[config.mk]
export PLATFORM = sky130hd
export DESIGN_NAME = usc_serial
export DESIGN_NICKNAME = d
export VERILOG_FILES = /design/src/rtl/usc_pkg.sv /design/src/rtl/usc_bit_timer.sv /design/src/rtl/usc_rx_fifo.sv /design/src/rtl/usc_serial.sv
export VERILOG_INCLUDE_DIRS = /design/src /design/src/rtl
export SDC_FILE = /design/constraint.sdc
export NUM_CORES = 1
export LEC_CHECK = 0
export CAP_MARGIN = 20
export CORE_ASPECT_RATIO = 0.8
export CORE_MARGIN = 5
export CORE_UTILIZATION = 60
export DETAILED_ROUTE_END_ITERATION = 16
export DONT_BUFFER_PORTS = 1
export GPL_TIMING_DRIVEN = 0
export PLACE_DENSITY = 0.84
export SLEW_MARGIN = 20
export SYNTH_ARGS = -nofsm -noshare
export SYNTH_HDL_FRONTEND = slang
export SYNTH_SLANG_ARGS = --single-unit
[constraint.sdc]
create_clock -name sys_clk -period 4.65 [get_ports sys_clk]
set_input_delay 0.93 -clock sys_clk [delete_from_list [all_inputs] [get_ports sys_clk]]
set_output_delay 0.93 -clock sys_clk [all_outputs]
set_load 0.02 [all_outputs]
[src/rtl/usc_cfg.svh]
// register map, field positions, reset values and encodings of the serial block
// assumes an 8-bit register view placed in the low lane of a 32-bit APB word
`ifndef USC_CFG_SVH
`define USC_CFG_SVH

`define USC_ADDR_W 8
`define USC_OFF_DATA 8'h00
`define USC_OFF_STATUS 8'h04
`define USC_OFF_CTRL 8'h08
`define USC_OFF_FRAME 8'h0c
`define USC_OFF_BAUD 8'h10

// serial_status_reg bits
`define USC_ST_RX_DONE 7
`define USC_ST_TX_DONE 6
`define USC_ST_TX_EMPTY 5
`define USC_ST_FRAME_ERR 4
`define USC_ST_OVERRUN 3
`define USC_ST_PARITY_ERR 2

// serial_control_reg bits
`define USC_CT_RX_IRQ_EN 7
`define USC_CT_TX_DONE_IRQ_EN 6
`define USC_CT_TX_EMPTY_IRQ_EN 5
`define USC_CT_RECEIVER_ON 4
`define USC_CT_TRANSMITTER_ON 3
`define USC_CT_CHAR_SIZE_HI 2
`define USC_CT_RX_NINTH 1
`define USC_CT_TX_NINTH 0

// frame register bits
`define USC_FR_SYNC_MODE 6
`define USC_FR_PARITY_EN 5
`define USC_FR_PARITY_ODD 4
`define USC_FR_TWO_STOP 3
`define USC_FR_CHAR_SIZE_LO 1

`define USC_CTRL_RESET 8'h00
`define USC_FRAME_RESET 7'h06
`define USC_BAUD_RESET 16'h0067
`define USC_CHAR_SIZE_NINE 3'h7
`define USC_MIN_DATA_BITS 4'h5
`define USC_NINE_DATA_BITS 4'h9

`endif

[src/rtl/usc_pkg.sv]
// types shared by the serial block modules
// assumes usc_cfg.svh supplies the numeric constants
package usc_pkg;

   typedef enum logic [5:0] {
      USC_TX_IDLE = 6'b000001,
      USC_TX_DATA = 6'b000010,
      USC_TX_PAR = 6'b000100,
      USC_TX_STOP = 6'b001000,
      USC_TX_STOP2 = 6'b010000,
      USC_TX_LAST = 6'b100000
   } usc_tx_state_t;

   typedef enum logic [4:0] {
      USC_RX_IDLE = 5'b00001,
      USC_RX_START = 5'b00010,
      USC_RX_DATA = 5'b00100,
      USC_RX_PAR = 5'b01000,
      USC_RX_STOP = 5'b10000
   } usc_rx_state_t;

   // one receive buffer entry: character plus its own status
   typedef struct packed {
      logic [8:0] data;
      logic frame_error_flag;
      logic overrun_flag;
      logic parity_error_flag;
   } usc_entry_t;

endpackage

[src/rtl/usc_bit_timer.sv]
// bit pacing: internal divider, or edges of the external synchronous clock
// assumes sync_clock_pin is already synchronous to sys_clk
module usc_bit_timer import usc_pkg::*; #(
   parameter int DIV_W = 16,
   parameter bit SYNC_RISE = 1'b1
) (
   input wire logic sys_clk,
   input wire logic rst,
   input wire logic sync_mode,
   input wire logic sync_clock_pin,
   input wire logic restart,
   input wire logic [DIV_W-1:0] divisor,
   output logic tick
);

   typedef struct packed {
      logic [DIV_W-1:0] cnt;
      logic pin_prev;
   } usc_tmr_t;

   usc_tmr_t s_reg, s_next;

   always_comb begin
      s_next = s_reg;
      s_next.pin_prev = sync_clock_pin;
      if (sync_mode) begin
         tick = SYNC_RISE ? (sync_clock_pin & ~s_reg.pin_prev)
                          : (~sync_clock_pin & s_reg.pin_prev);
      end else begin
         tick = (s_reg.cnt == '0) & ~restart;
      end
      // restart lands the next tick in mid-bit for start-bit sampling
      if (restart) begin
         s_next.cnt = divisor >> 1;
      end else if (s_reg.cnt == '0) begin
         s_next.cnt = divisor;
      end else begin
         s_next.cnt = s_reg.cnt - 1'b1;
      end
   end

   always_ff @(posedge sys_clk) begin
      if (rst) begin
         s_reg <= '0;
      end else begin
         s_reg <= s_next;
      end
   end

endmodule // usc_bit_timer

[src/rtl/usc_rx_fifo.sv]
// receive buffer fifo holding characters with their status bits
// assumes the caller never pushes while full
module usc_rx_fifo import usc_pkg::*; #(
   parameter int WIDTH = 12,
   parameter int DEPTH = 2
) (
   input wire logic sys_clk,
   input wire logic rst,
   input wire logic flush,
   input wire logic push,
   input wire logic [WIDTH-1:0] push_data,
   input wire logic pop,
   output logic [WIDTH-1:0] head,
   output logic empty,
   output logic full
);

   localparam int PW = (DEPTH > 1) ? $clog2(DEPTH) : 1;

   typedef struct packed {
      logic [DEPTH-1:0][WIDTH-1:0] mem;
      logic [PW-1:0] rd;
      logic [PW-1:0] wr;
      logic [PW:0] count;
   } usc_fifo_t;

   usc_fifo_t s_reg, s_next;

   function automatic logic [PW-1:0] bump(input logic [PW-1:0] p);
      bump = (p == PW'(DEPTH - 1)) ? '0 : p + 1'b1;
   endfunction

   assign head = s_reg.mem[s_reg.rd];
   assign empty = (s_reg.count == '0);
   assign full = (s_reg.count == (PW + 1)'(DEPTH));

   always_comb begin
      s_next = s_reg;
      if (flush) begin
         s_next.rd = '0;
         s_next.wr = '0;
         s_next.count = '0;
      end else begin
         if (push && !full) begin
            s_next.mem[s_reg.wr] = push_data;
            s_next.wr = bump(s_reg.wr);
         end
         if (pop && !empty) begin
            s_next.rd = bump(s_reg.rd);
         end
         s_next.count = s_reg.count + (PW + 1)'(push && !full) - (PW + 1)'(pop && !empty);
      end
   end

   always_ff @(posedge sys_clk) begin
      if (rst) begin
         s_reg <= '0;
      end else begin
         s_reg <= s_next;
      end
   end

endmodule // usc_rx_fifo

[src/rtl/usc_serial.sv]
// serial transmitter completion logic, receive datapath and APB register file
// assumes APB master on sys_clk; serial pins synchronous to sys_clk
//
// The implementer's own choices: register access over APB and the address map.
`include "usc_cfg.svh"

// Functional notes
// - done flag when shifter and buffer empty
// - done flag clears on ack or write-one
// - done interrupt needs enable and global enable
// - parity bit after data, before stop
// - transmitter off waits for buffer and shifter
// - disabled transmitter releases output pin
// - receiver enable claims serial input pin
// - sync mode paces receiver by external clock
// - frame starts on valid start bit
// - stop at first stop bit
// - completed frame moves into receive buffer
// - unused upper data bits read zero
// - ninth bit readable, read before data
// - status stored per entry, pops on read
// - empty flag set when buffer empty
// - receive flag shows unread data present
// - two-deep buffer plus holding slot, overrun on fourth start
// - receiver off flushes everything at once
module usc_serial import usc_pkg::*; #(
   parameter int BAUD_W = 16,
   parameter int RX_DEPTH = 2
) (
   input wire logic sys_clk,
   input wire logic rst,
   input wire logic psel,
   input wire logic penable,
   input wire logic pwrite,
   input wire logic [`USC_ADDR_W-1:0] paddr,
   input wire logic [31:0] pwdata,
   output logic [31:0] prdata,
   output logic pready,
   output logic pslverr,
   input wire logic global_irq_enable,
   input wire logic tx_done_irq_ack,
   input wire logic sync_clock_pin,
   input wire logic rxd_in,
   output logic txd_out,
   output logic txd_oe,
   output logic rx_pin_owned,
   output logic tx_empty_irq,
   output logic tx_done_irq,
   output logic rx_done_irq
);

   typedef struct packed {
      logic [7:0] rdata;
      logic ready;
      logic slverr;
      logic [7:0] ctrl;
      logic [6:0] frame;
      logic [BAUD_W-1:0] baud;
      logic [8:0] tbuf;
      logic tbuf_full;
      logic [8:0] tsh;
      logic tpar;
      usc_tx_state_t tst;
      logic [3:0] tcnt;
      logic txd;
      logic tx_act;
      logic tx_done;
      usc_rx_state_t rst;
      logic [3:0] rcnt;
      logic [8:0] rsh;
      logic rpe;
      logic rxd_prev;
      usc_entry_t pend;
      logic pend_v;
      logic ovr;
      logic rx_own;
      logic irq_te;
      logic irq_td;
      logic irq_rc;
   } usc_state_t;

   usc_state_t s_reg, s_next;

   // data bits per character from the three-bit size code
   function automatic logic [3:0] data_bits(input logic [2:0] cs);
      if (cs == `USC_CHAR_SIZE_NINE) begin
         data_bits = `USC_NINE_DATA_BITS;
      end else begin
         data_bits = `USC_MIN_DATA_BITS + {2'b00, cs[1:0]};
      end
   endfunction

   function automatic logic [8:0] char_mask(input logic [3:0] n);
      char_mask = 9'(({9'h000, 1'b1} << n) - 10'h001);
   endfunction

   function automatic logic parity_of(input logic [8:0] d, input logic [3:0] n,
                                      input logic odd);
      parity_of = (^(d & char_mask(n))) ^ odd;
   endfunction

   logic [2:0] char_size;
   logic [3:0] nbits;
   logic [8:0] mask;
   logic par_en;
   logic par_odd;
   logic two_stop;
   logic sync_mode;
   logic receiver_on;
   logic transmitter_on;
   logic tx_tick;
   logic rx_tick;
   logic rx_restart;
   logic fifo_push;
   logic fifo_pop;
   logic fifo_flush;
   logic fifo_empty;
   logic fifo_full;
   usc_entry_t fifo_in;
   usc_entry_t fifo_head;
   logic setup;
   logic access;

   assign char_size = {s_reg.ctrl[`USC_CT_CHAR_SIZE_HI],
                       s_reg.frame[`USC_FR_CHAR_SIZE_LO +: 2]};
   assign nbits = data_bits(char_size);
   assign mask = char_mask(nbits);
   assign par_en = s_reg.frame[`USC_FR_PARITY_EN];
   assign par_odd = s_reg.frame[`USC_FR_PARITY_ODD];
   assign two_stop = s_reg.frame[`USC_FR_TWO_STOP];
   assign sync_mode = s_reg.frame[`USC_FR_SYNC_MODE];
   assign receiver_on = s_reg.ctrl[`USC_CT_RECEIVER_ON];
   assign transmitter_on = s_reg.ctrl[`USC_CT_TRANSMITTER_ON];
   assign setup = psel & ~penable;
   assign access = psel & penable & s_reg.ready;

   // transmitter shifts on the falling edge of the external clock
   usc_bit_timer #(.DIV_W(BAUD_W), .SYNC_RISE(1'b0)) u_tx_timer (
      .sys_clk(sys_clk),
      .rst(rst),
      .sync_mode(sync_mode),
      .sync_clock_pin(sync_clock_pin),
      .restart(1'b0),
      .divisor(s_reg.baud),
      .tick(tx_tick)
   );

   // receiver samples on the rising edge, mid-bit in async mode
   usc_bit_timer #(.DIV_W(BAUD_W), .SYNC_RISE(1'b1)) u_rx_timer (
      .sys_clk(sys_clk),
      .rst(rst),
      .sync_mode(sync_mode),
      .sync_clock_pin(sync_clock_pin),
      .restart(rx_restart),
      .divisor(s_reg.baud),
      .tick(rx_tick)
   );

   usc_rx_fifo #(.WIDTH($bits(usc_entry_t)), .DEPTH(RX_DEPTH)) u_rx_fifo (
      .sys_clk(sys_clk),
      .rst(rst),
      .flush(fifo_flush),
      .push(fifo_push),
      .push_data(fifo_in),
      .pop(fifo_pop),
      .head(fifo_head),
      .empty(fifo_empty),
      .full(fifo_full)
   );

   always_comb begin
      usc_entry_t done_char;
      logic frame_done;
      s_next = s_reg;
      done_char = '0;
      frame_done = 1'b0;
      fifo_push = 1'b0;
      fifo_in = s_reg.pend;
      fifo_pop = 1'b0;
      fifo_flush = 1'b0;
      rx_restart = 1'b0;

      // apb: zero wait states, answer registered from the setup cycle
      s_next.ready = setup;
      s_next.slverr = 1'b0;
      if (setup) begin
         s_next.rdata = 8'h00;
         case (paddr)
            `USC_OFF_DATA: begin
               if (!fifo_empty) begin
                  s_next.rdata = fifo_head.data[7:0];
               end
            end
            `USC_OFF_STATUS: begin
               s_next.rdata[`USC_ST_RX_DONE] = ~fifo_empty;
               s_next.rdata[`USC_ST_TX_DONE] = s_reg.tx_done;
               s_next.rdata[`USC_ST_TX_EMPTY] = ~s_reg.tbuf_full;
               if (!fifo_empty) begin
                  s_next.rdata[`USC_ST_FRAME_ERR] = fifo_head.frame_error_flag;
                  s_next.rdata[`USC_ST_OVERRUN] = fifo_head.overrun_flag;
                  s_next.rdata[`USC_ST_PARITY_ERR] = fifo_head.parity_error_flag;
               end
            end
            `USC_OFF_CTRL: begin
               s_next.rdata = s_reg.ctrl;
               s_next.rdata[`USC_CT_RX_NINTH] = ~fifo_empty & fifo_head.data[8];
            end
            `USC_OFF_FRAME: begin
               s_next.rdata = {1'b0, s_reg.frame};
            end
            `USC_OFF_BAUD: begin
               s_next.rdata = s_reg.baud[7:0];
            end
            default: begin
               s_next.slverr = 1'b1;
            end
         endcase
      end

      if (access && pwrite) begin
         case (paddr)
            `USC_OFF_DATA: begin
               // narrow characters drop the unused upper bits
               s_next.tbuf = {s_reg.ctrl[`USC_CT_TX_NINTH], pwdata[7:0]} & mask;
               s_next.tbuf_full = 1'b1;
            end
            `USC_OFF_STATUS: begin
               if (pwdata[`USC_ST_TX_DONE]) begin
                  s_next.tx_done = 1'b0;
               end
            end
            `USC_OFF_CTRL: begin
               s_next.ctrl = pwdata[7:0];
            end
            `USC_OFF_FRAME: begin
               s_next.frame = pwdata[6:0];
            end
            `USC_OFF_BAUD: begin
               s_next.baud = pwdata[BAUD_W-1:0];
            end
            default: begin
            end
         endcase
      end
      if (access && !pwrite && paddr == `USC_OFF_DATA) begin
         fifo_pop = 1'b1;
      end
      if (tx_done_irq_ack) begin
         s_next.tx_done = 1'b0;
      end

      // transmitter stays active until nothing is left to send
      if (transmitter_on) begin
         s_next.tx_act = 1'b1;
      end else if (s_reg.tst == USC_TX_IDLE && !s_reg.tbuf_full) begin
         s_next.tx_act = 1'b0;
      end

      if (tx_tick) begin
         case (s_reg.tst)
            USC_TX_IDLE, USC_TX_LAST: begin
               if (s_reg.tbuf_full && s_reg.tx_act) begin
                  s_next.tsh = s_reg.tbuf;
                  s_next.tpar = parity_of(s_reg.tbuf, nbits, par_odd);
                  s_next.tbuf_full = 1'b0;
                  s_next.txd = 1'b0;
                  s_next.tcnt = 4'h0;
                  s_next.tst = USC_TX_DATA;
               end else begin
                  s_next.txd = 1'b1;
                  s_next.tst = USC_TX_IDLE;
                  if (s_reg.tst == USC_TX_LAST) begin
                     s_next.tx_done = 1'b1;
                  end
               end
            end
            USC_TX_DATA: begin
               s_next.txd = s_reg.tsh[0];
               s_next.tsh = s_reg.tsh >> 1;
               s_next.tcnt = s_reg.tcnt + 4'h1;
               if (s_reg.tcnt == nbits - 4'h1) begin
                  s_next.tst = par_en ? USC_TX_PAR : USC_TX_STOP;
               end
            end
            USC_TX_PAR: begin
               s_next.txd = s_reg.tpar;
               s_next.tst = USC_TX_STOP;
            end
            USC_TX_STOP: begin
               s_next.txd = 1'b1;
               s_next.tst = two_stop ? USC_TX_STOP2 : USC_TX_LAST;
            end
            USC_TX_STOP2: begin
               s_next.txd = 1'b1;
               s_next.tst = USC_TX_LAST;
            end
            default: begin
               s_next.txd = 1'b1;
               s_next.tst = USC_TX_IDLE;
            end
         endcase
      end

      // receiver
      s_next.rx_own = receiver_on;
      s_next.rxd_prev = rxd_in;
      case (s_reg.rst)
         USC_RX_IDLE: begin
            if (!sync_mode && s_reg.rxd_prev && !rxd_in) begin
               rx_restart = 1'b1;
               s_next.rst = USC_RX_START;
            end else if (sync_mode && rx_tick && !rxd_in) begin
               s_next.rst = USC_RX_DATA;
            end
         end
         USC_RX_START: begin
            if (rx_tick) begin
               // a glitch shorter than half a bit is not a start bit
               s_next.rst = rxd_in ? USC_RX_IDLE : USC_RX_DATA;
            end
         end
         USC_RX_DATA: begin
            if (rx_tick) begin
               s_next.rsh[s_reg.rcnt] = rxd_in;
               s_next.rcnt = s_reg.rcnt + 4'h1;
               if (s_reg.rcnt == nbits - 4'h1) begin
                  s_next.rst = par_en ? USC_RX_PAR : USC_RX_STOP;
               end
            end
         end
         USC_RX_PAR: begin
            if (rx_tick) begin
               s_next.rpe = rxd_in ^ parity_of(s_reg.rsh, nbits, par_odd);
               s_next.rst = USC_RX_STOP;
            end
         end
         USC_RX_STOP: begin
            if (rx_tick) begin
               // a second stop bit just looks like idle line
               frame_done = 1'b1;
               done_char.data = s_reg.rsh;
               done_char.frame_error_flag = ~rxd_in;
               done_char.parity_error_flag = s_reg.rpe;
               s_next.rst = USC_RX_IDLE;
            end
         end
         default: begin
            s_next.rst = USC_RX_IDLE;
         end
      endcase

      // a new start while buffer and holding slot are both full loses a frame
      if (s_reg.rst != USC_RX_IDLE && s_next.rst == USC_RX_DATA
          && s_reg.rst == USC_RX_START && s_reg.pend_v) begin
         s_next.ovr = 1'b1;
         s_next.pend_v = 1'b0;
      end else if (s_reg.rst == USC_RX_IDLE && s_next.rst == USC_RX_DATA
                   && s_reg.pend_v) begin
         s_next.ovr = 1'b1;
         s_next.pend_v = 1'b0;
      end
      if (s_next.rst == USC_RX_DATA && s_reg.rst != USC_RX_DATA) begin
         s_next.rsh = 9'h000;
         s_next.rcnt = 4'h0;
         s_next.rpe = 1'b0;
      end

      // holding slot drains first so characters keep their order
      if (s_reg.pend_v && !fifo_full) begin
         fifo_push = 1'b1;
         fifo_in = s_reg.pend;
         s_next.pend_v = 1'b0;
         if (frame_done) begin
            s_next.pend = done_char;
            s_next.pend.overrun_flag = s_next.ovr;
            s_next.pend_v = 1'b1;
         end
      end else if (frame_done) begin
         done_char.overrun_flag = s_next.ovr;
         s_next.ovr = 1'b0;
         if (!fifo_full && !s_reg.pend_v) begin
            fifo_push = 1'b1;
            fifo_in = done_char;
         end else begin
            s_next.pend = done_char;
            s_next.pend_v = 1'b1;
         end
      end

      if (!receiver_on) begin
         s_next.rst = USC_RX_IDLE;
         s_next.pend_v = 1'b0;
         s_next.ovr = 1'b0;
         fifo_flush = 1'b1;
         fifo_push = 1'b0;
      end

      // interrupt lines follow flag and enable, gated by global enable
      s_next.irq_te = ~s_next.tbuf_full & s_reg.ctrl[`USC_CT_TX_EMPTY_IRQ_EN]
                      & global_irq_enable;
      s_next.irq_td = s_next.tx_done & s_reg.ctrl[`USC_CT_TX_DONE_IRQ_EN]
                      & global_irq_enable;
      s_next.irq_rc = (~fifo_empty | fifo_push) & s_reg.ctrl[`USC_CT_RX_IRQ_EN]
                      & global_irq_enable & receiver_on;
   end

   always_ff @(posedge sys_clk) begin
      if (rst) begin
         s_reg <= '0;
         s_reg.ctrl <= `USC_CTRL_RESET;
         s_reg.frame <= `USC_FRAME_RESET;
         s_reg.baud <= BAUD_W'(`USC_BAUD_RESET);
         s_reg.tst <= USC_TX_IDLE;
         s_reg.rst <= USC_RX_IDLE;
         s_reg.txd <= 1'b1;
         s_reg.rxd_prev <= 1'b1;
      end else begin
         s_reg <= s_next;
      end
   end

   assign prdata = {24'h000000, s_reg.rdata};
   assign pready = s_reg.ready;
   assign pslverr = s_reg.slverr;
   assign txd_out = s_reg.txd;
   assign txd_oe = s_reg.tx_act;
   assign rx_pin_owned = s_reg.rx_own;
   assign tx_empty_irq = s_reg.irq_te;
   assign tx_done_irq = s_reg.irq_td;
   assign rx_done_irq = s_reg.irq_rc;

endmodule // usc_serial

==> reports/qor.yml <==
placement:
  dp_hpwl_um: 17700
  place.gp.congestion: 1.01
  io_buffers: 0
  post-place-ws_ps: 920
cells_and_area:
  post-route-util: 0.669
  final_nets: 1175
  largest_register_ffs: 89
  synthToLayoutAreaGrowth_pct: 10.7
  nFillCells: 1221
  drive_above_1_share: 0.112
power_and_ir_drop:
  power.density_nw_per_um2: 375
  peakVddDrop_v: 0.000261
  total_power_uw: 3720
  p_leak_uw: 0.00369
route:
  wl_per_cell_um: 18.6
  highest_layer: "met4"
  num_vias: 8007
  wl_met3_um: 2790
  dr.pass1.iters: 8
  wl_met2_um: 10300
  m1WireLength_um: 10600
  drt-initial-drc-count: 1026
  ant_nets: 0
  viasPerCell: 6.11
  wirelength_um: 24300
  route.detailed.drc: 0
floorplanning:
  start_util: 0.604
  io_pins: 89
  rows: 40
  coreArea_um2: 14900
  die_h_um: 119
  dieWidth_um: 147
  design.die.area_um2: 17500
clocking:
  clock_path_buffers: 2
  cts_htree_levels: 4
  cts_tree: "built"
  clkSinkCount: 172
  cts_setup_buffers: 0
  numCtsBuffers: 17
  cts.clk_slew.worst_paths_ps: 60
  cts_root_buf: "clkbuf_16"
  insertion_delay_ps: 430
  ctsHoldBuffers: 0
  cts-resized-gates: 0
global_route:
  antenna_found_initial: 1
  grt_first_pass_wirelength_um: 37600
  grt_usage: 0.269
  grt_max_degree: 17
  grt_pass1_vias: 7075
  grt-ovfl-total: 0
critical_path:
  end_kind: "flop"
  arrival_ps: 3800
  crit_fanout: 10
  critPathRequiredTime_ps: 4960
  critPathLaunchType: "flop"
  crit_type: "flop to flop"
timing:
  max_freq_ghz: 0.287
  relSlewSlack: 0.481
  rsz0062_at_grt: "false"
  clock_skew_ps: 9.09
  slew_viol_final: 0
  whs_ps: 467
  hold_viol: 0
  fin_crit_ps: 3490
  fin_crit_sh: 0.750
  setup_viol: 0
  worst_slew_pin_slew_ps: 779
  fin_ws_ps: 1160
  tns_ps: 0
synthesis:
  synth.most_common_cell: "dfxtp_1"
  synth_ff_type: "dfxtp_1"
  async_flop_share: 0
  ys_warn_count: 0
  netlist_top_cells_count: "dfxtp_1 (172), nor2_1 (136), nand2_1 (133), a21oi_1 (66), nand3_1 (49)"
  synth_edf_count: 0
  synth_cells: 1066
  yosysUniqueCellTypes: 75
  synth.top_cell.area_share: 0.383
  synth-seq-cells: 172
  syn_area_per_cell_um2: 8.43
  yosys.area.top_type: "dfxtp_1"
  ys_seq_area_frac: 0.383
  synthTopCellsByArea: "dfxtp_1 (38%), nor2_1 (5.7%), nand2_1 (5.6%)"
  netlist_area_um2: 8980
run_status:
  run_status: "completed"
hold_path:
  hold_path_class: "flop to flop"
run:
  cap_viol_max_count: 0
-- routing by layer --
layer / GRT usage / vias to the layer above
met5: 0 / -
met4: 0.0958 / 0
met1: 0.375 / 3731
li1: - / 3765
met2: 0.381 / 453
met3: 0.0978 / 58
-- per-stage QoR --
step / area [um^2] / std cells
after floorplan: 9070 / 1089
after global placement: 9310 / 1278
after detailed placement: 9310 / 1278
final: 9940 / 1311
after global routing: 9940 / 1311
after CTS: 9940 / 1310
-- cell type report --
class                      count  area (um^2)  share of cell area
antenna                        1         2.50            0.000252
buffer                        93          533              0.0536
clock inverter                10          160              0.0161
inverter                      24         90.1             0.00906
multi-input combinational    800         5000               0.503
tap                          189          236              0.0238
clock buffer                  22          474              0.0477
sequential                   172         3440               0.346
-- worst paths after layout --
kind / slack (ps) / cells past startpoint / start / end
hold / removal: 470 / 2 / s_reg[87] / s_reg[87]
setup reg to reg: 1160 / 11 / char_size[0] / s_reg[19]
hold reg to reg: 470 / 2 / s_reg[87] / s_reg[87]
setup / recovery: 1160 / 11 / char_size[0] / s_reg[19]
-- critical path, stage by stage, from the launching register on --
cell and delay, ps:
dfxtp_1 480, clkbuf_1 420, inv_1 160, ha_1 380
nand4bb_1 320, ha_1 320, xor2_1 330, nor2b_1 100
xnor3_1 210, xnor3_1 410, mux2i_1 180, nor2_1 70
-- layout by cell type (no fill, tap or decap), types with 20 or more instances in the layout --
cell,Yosys,layout
conb_1,1,24
clkbuf_1,47,49
nand2_1,133,133
dfxtp_1,172,172
inv_1,24,24
a21oi_1,66,66
buf_4,33,33
xnor2_1,36,36
nor3_1,33,33
nor2_1,136,136
mux2i_1,41,41
a211oi_1,33,33
xor2_1,20,20
nand3_1,49,49
-- kinds of logic after synthesis --
family | Yosys count | share of synthesized area
compound gates | 179 | 0.138
xor+xnor | 58 | 0.0596
fa+ha+maj | 18 | 0.0251
buf+inv | 117 | 0.0694
flops | 172 | 0.383
mux | 61 | 0.0737
other cells | 1 | 0.000417
simple gates | 460 | 0.250
-- power by group --
part / internal [uW] / switching [uW] / leakage, uW
Sequential: 1540 / 60.6 / 0.00139
Combinational: 242 / 355 / 0.00199
Clock: 942 / 584 / 0.000310
Total: 2720 / 1000 / 0.00369
(Power assumes the default switching activity.)
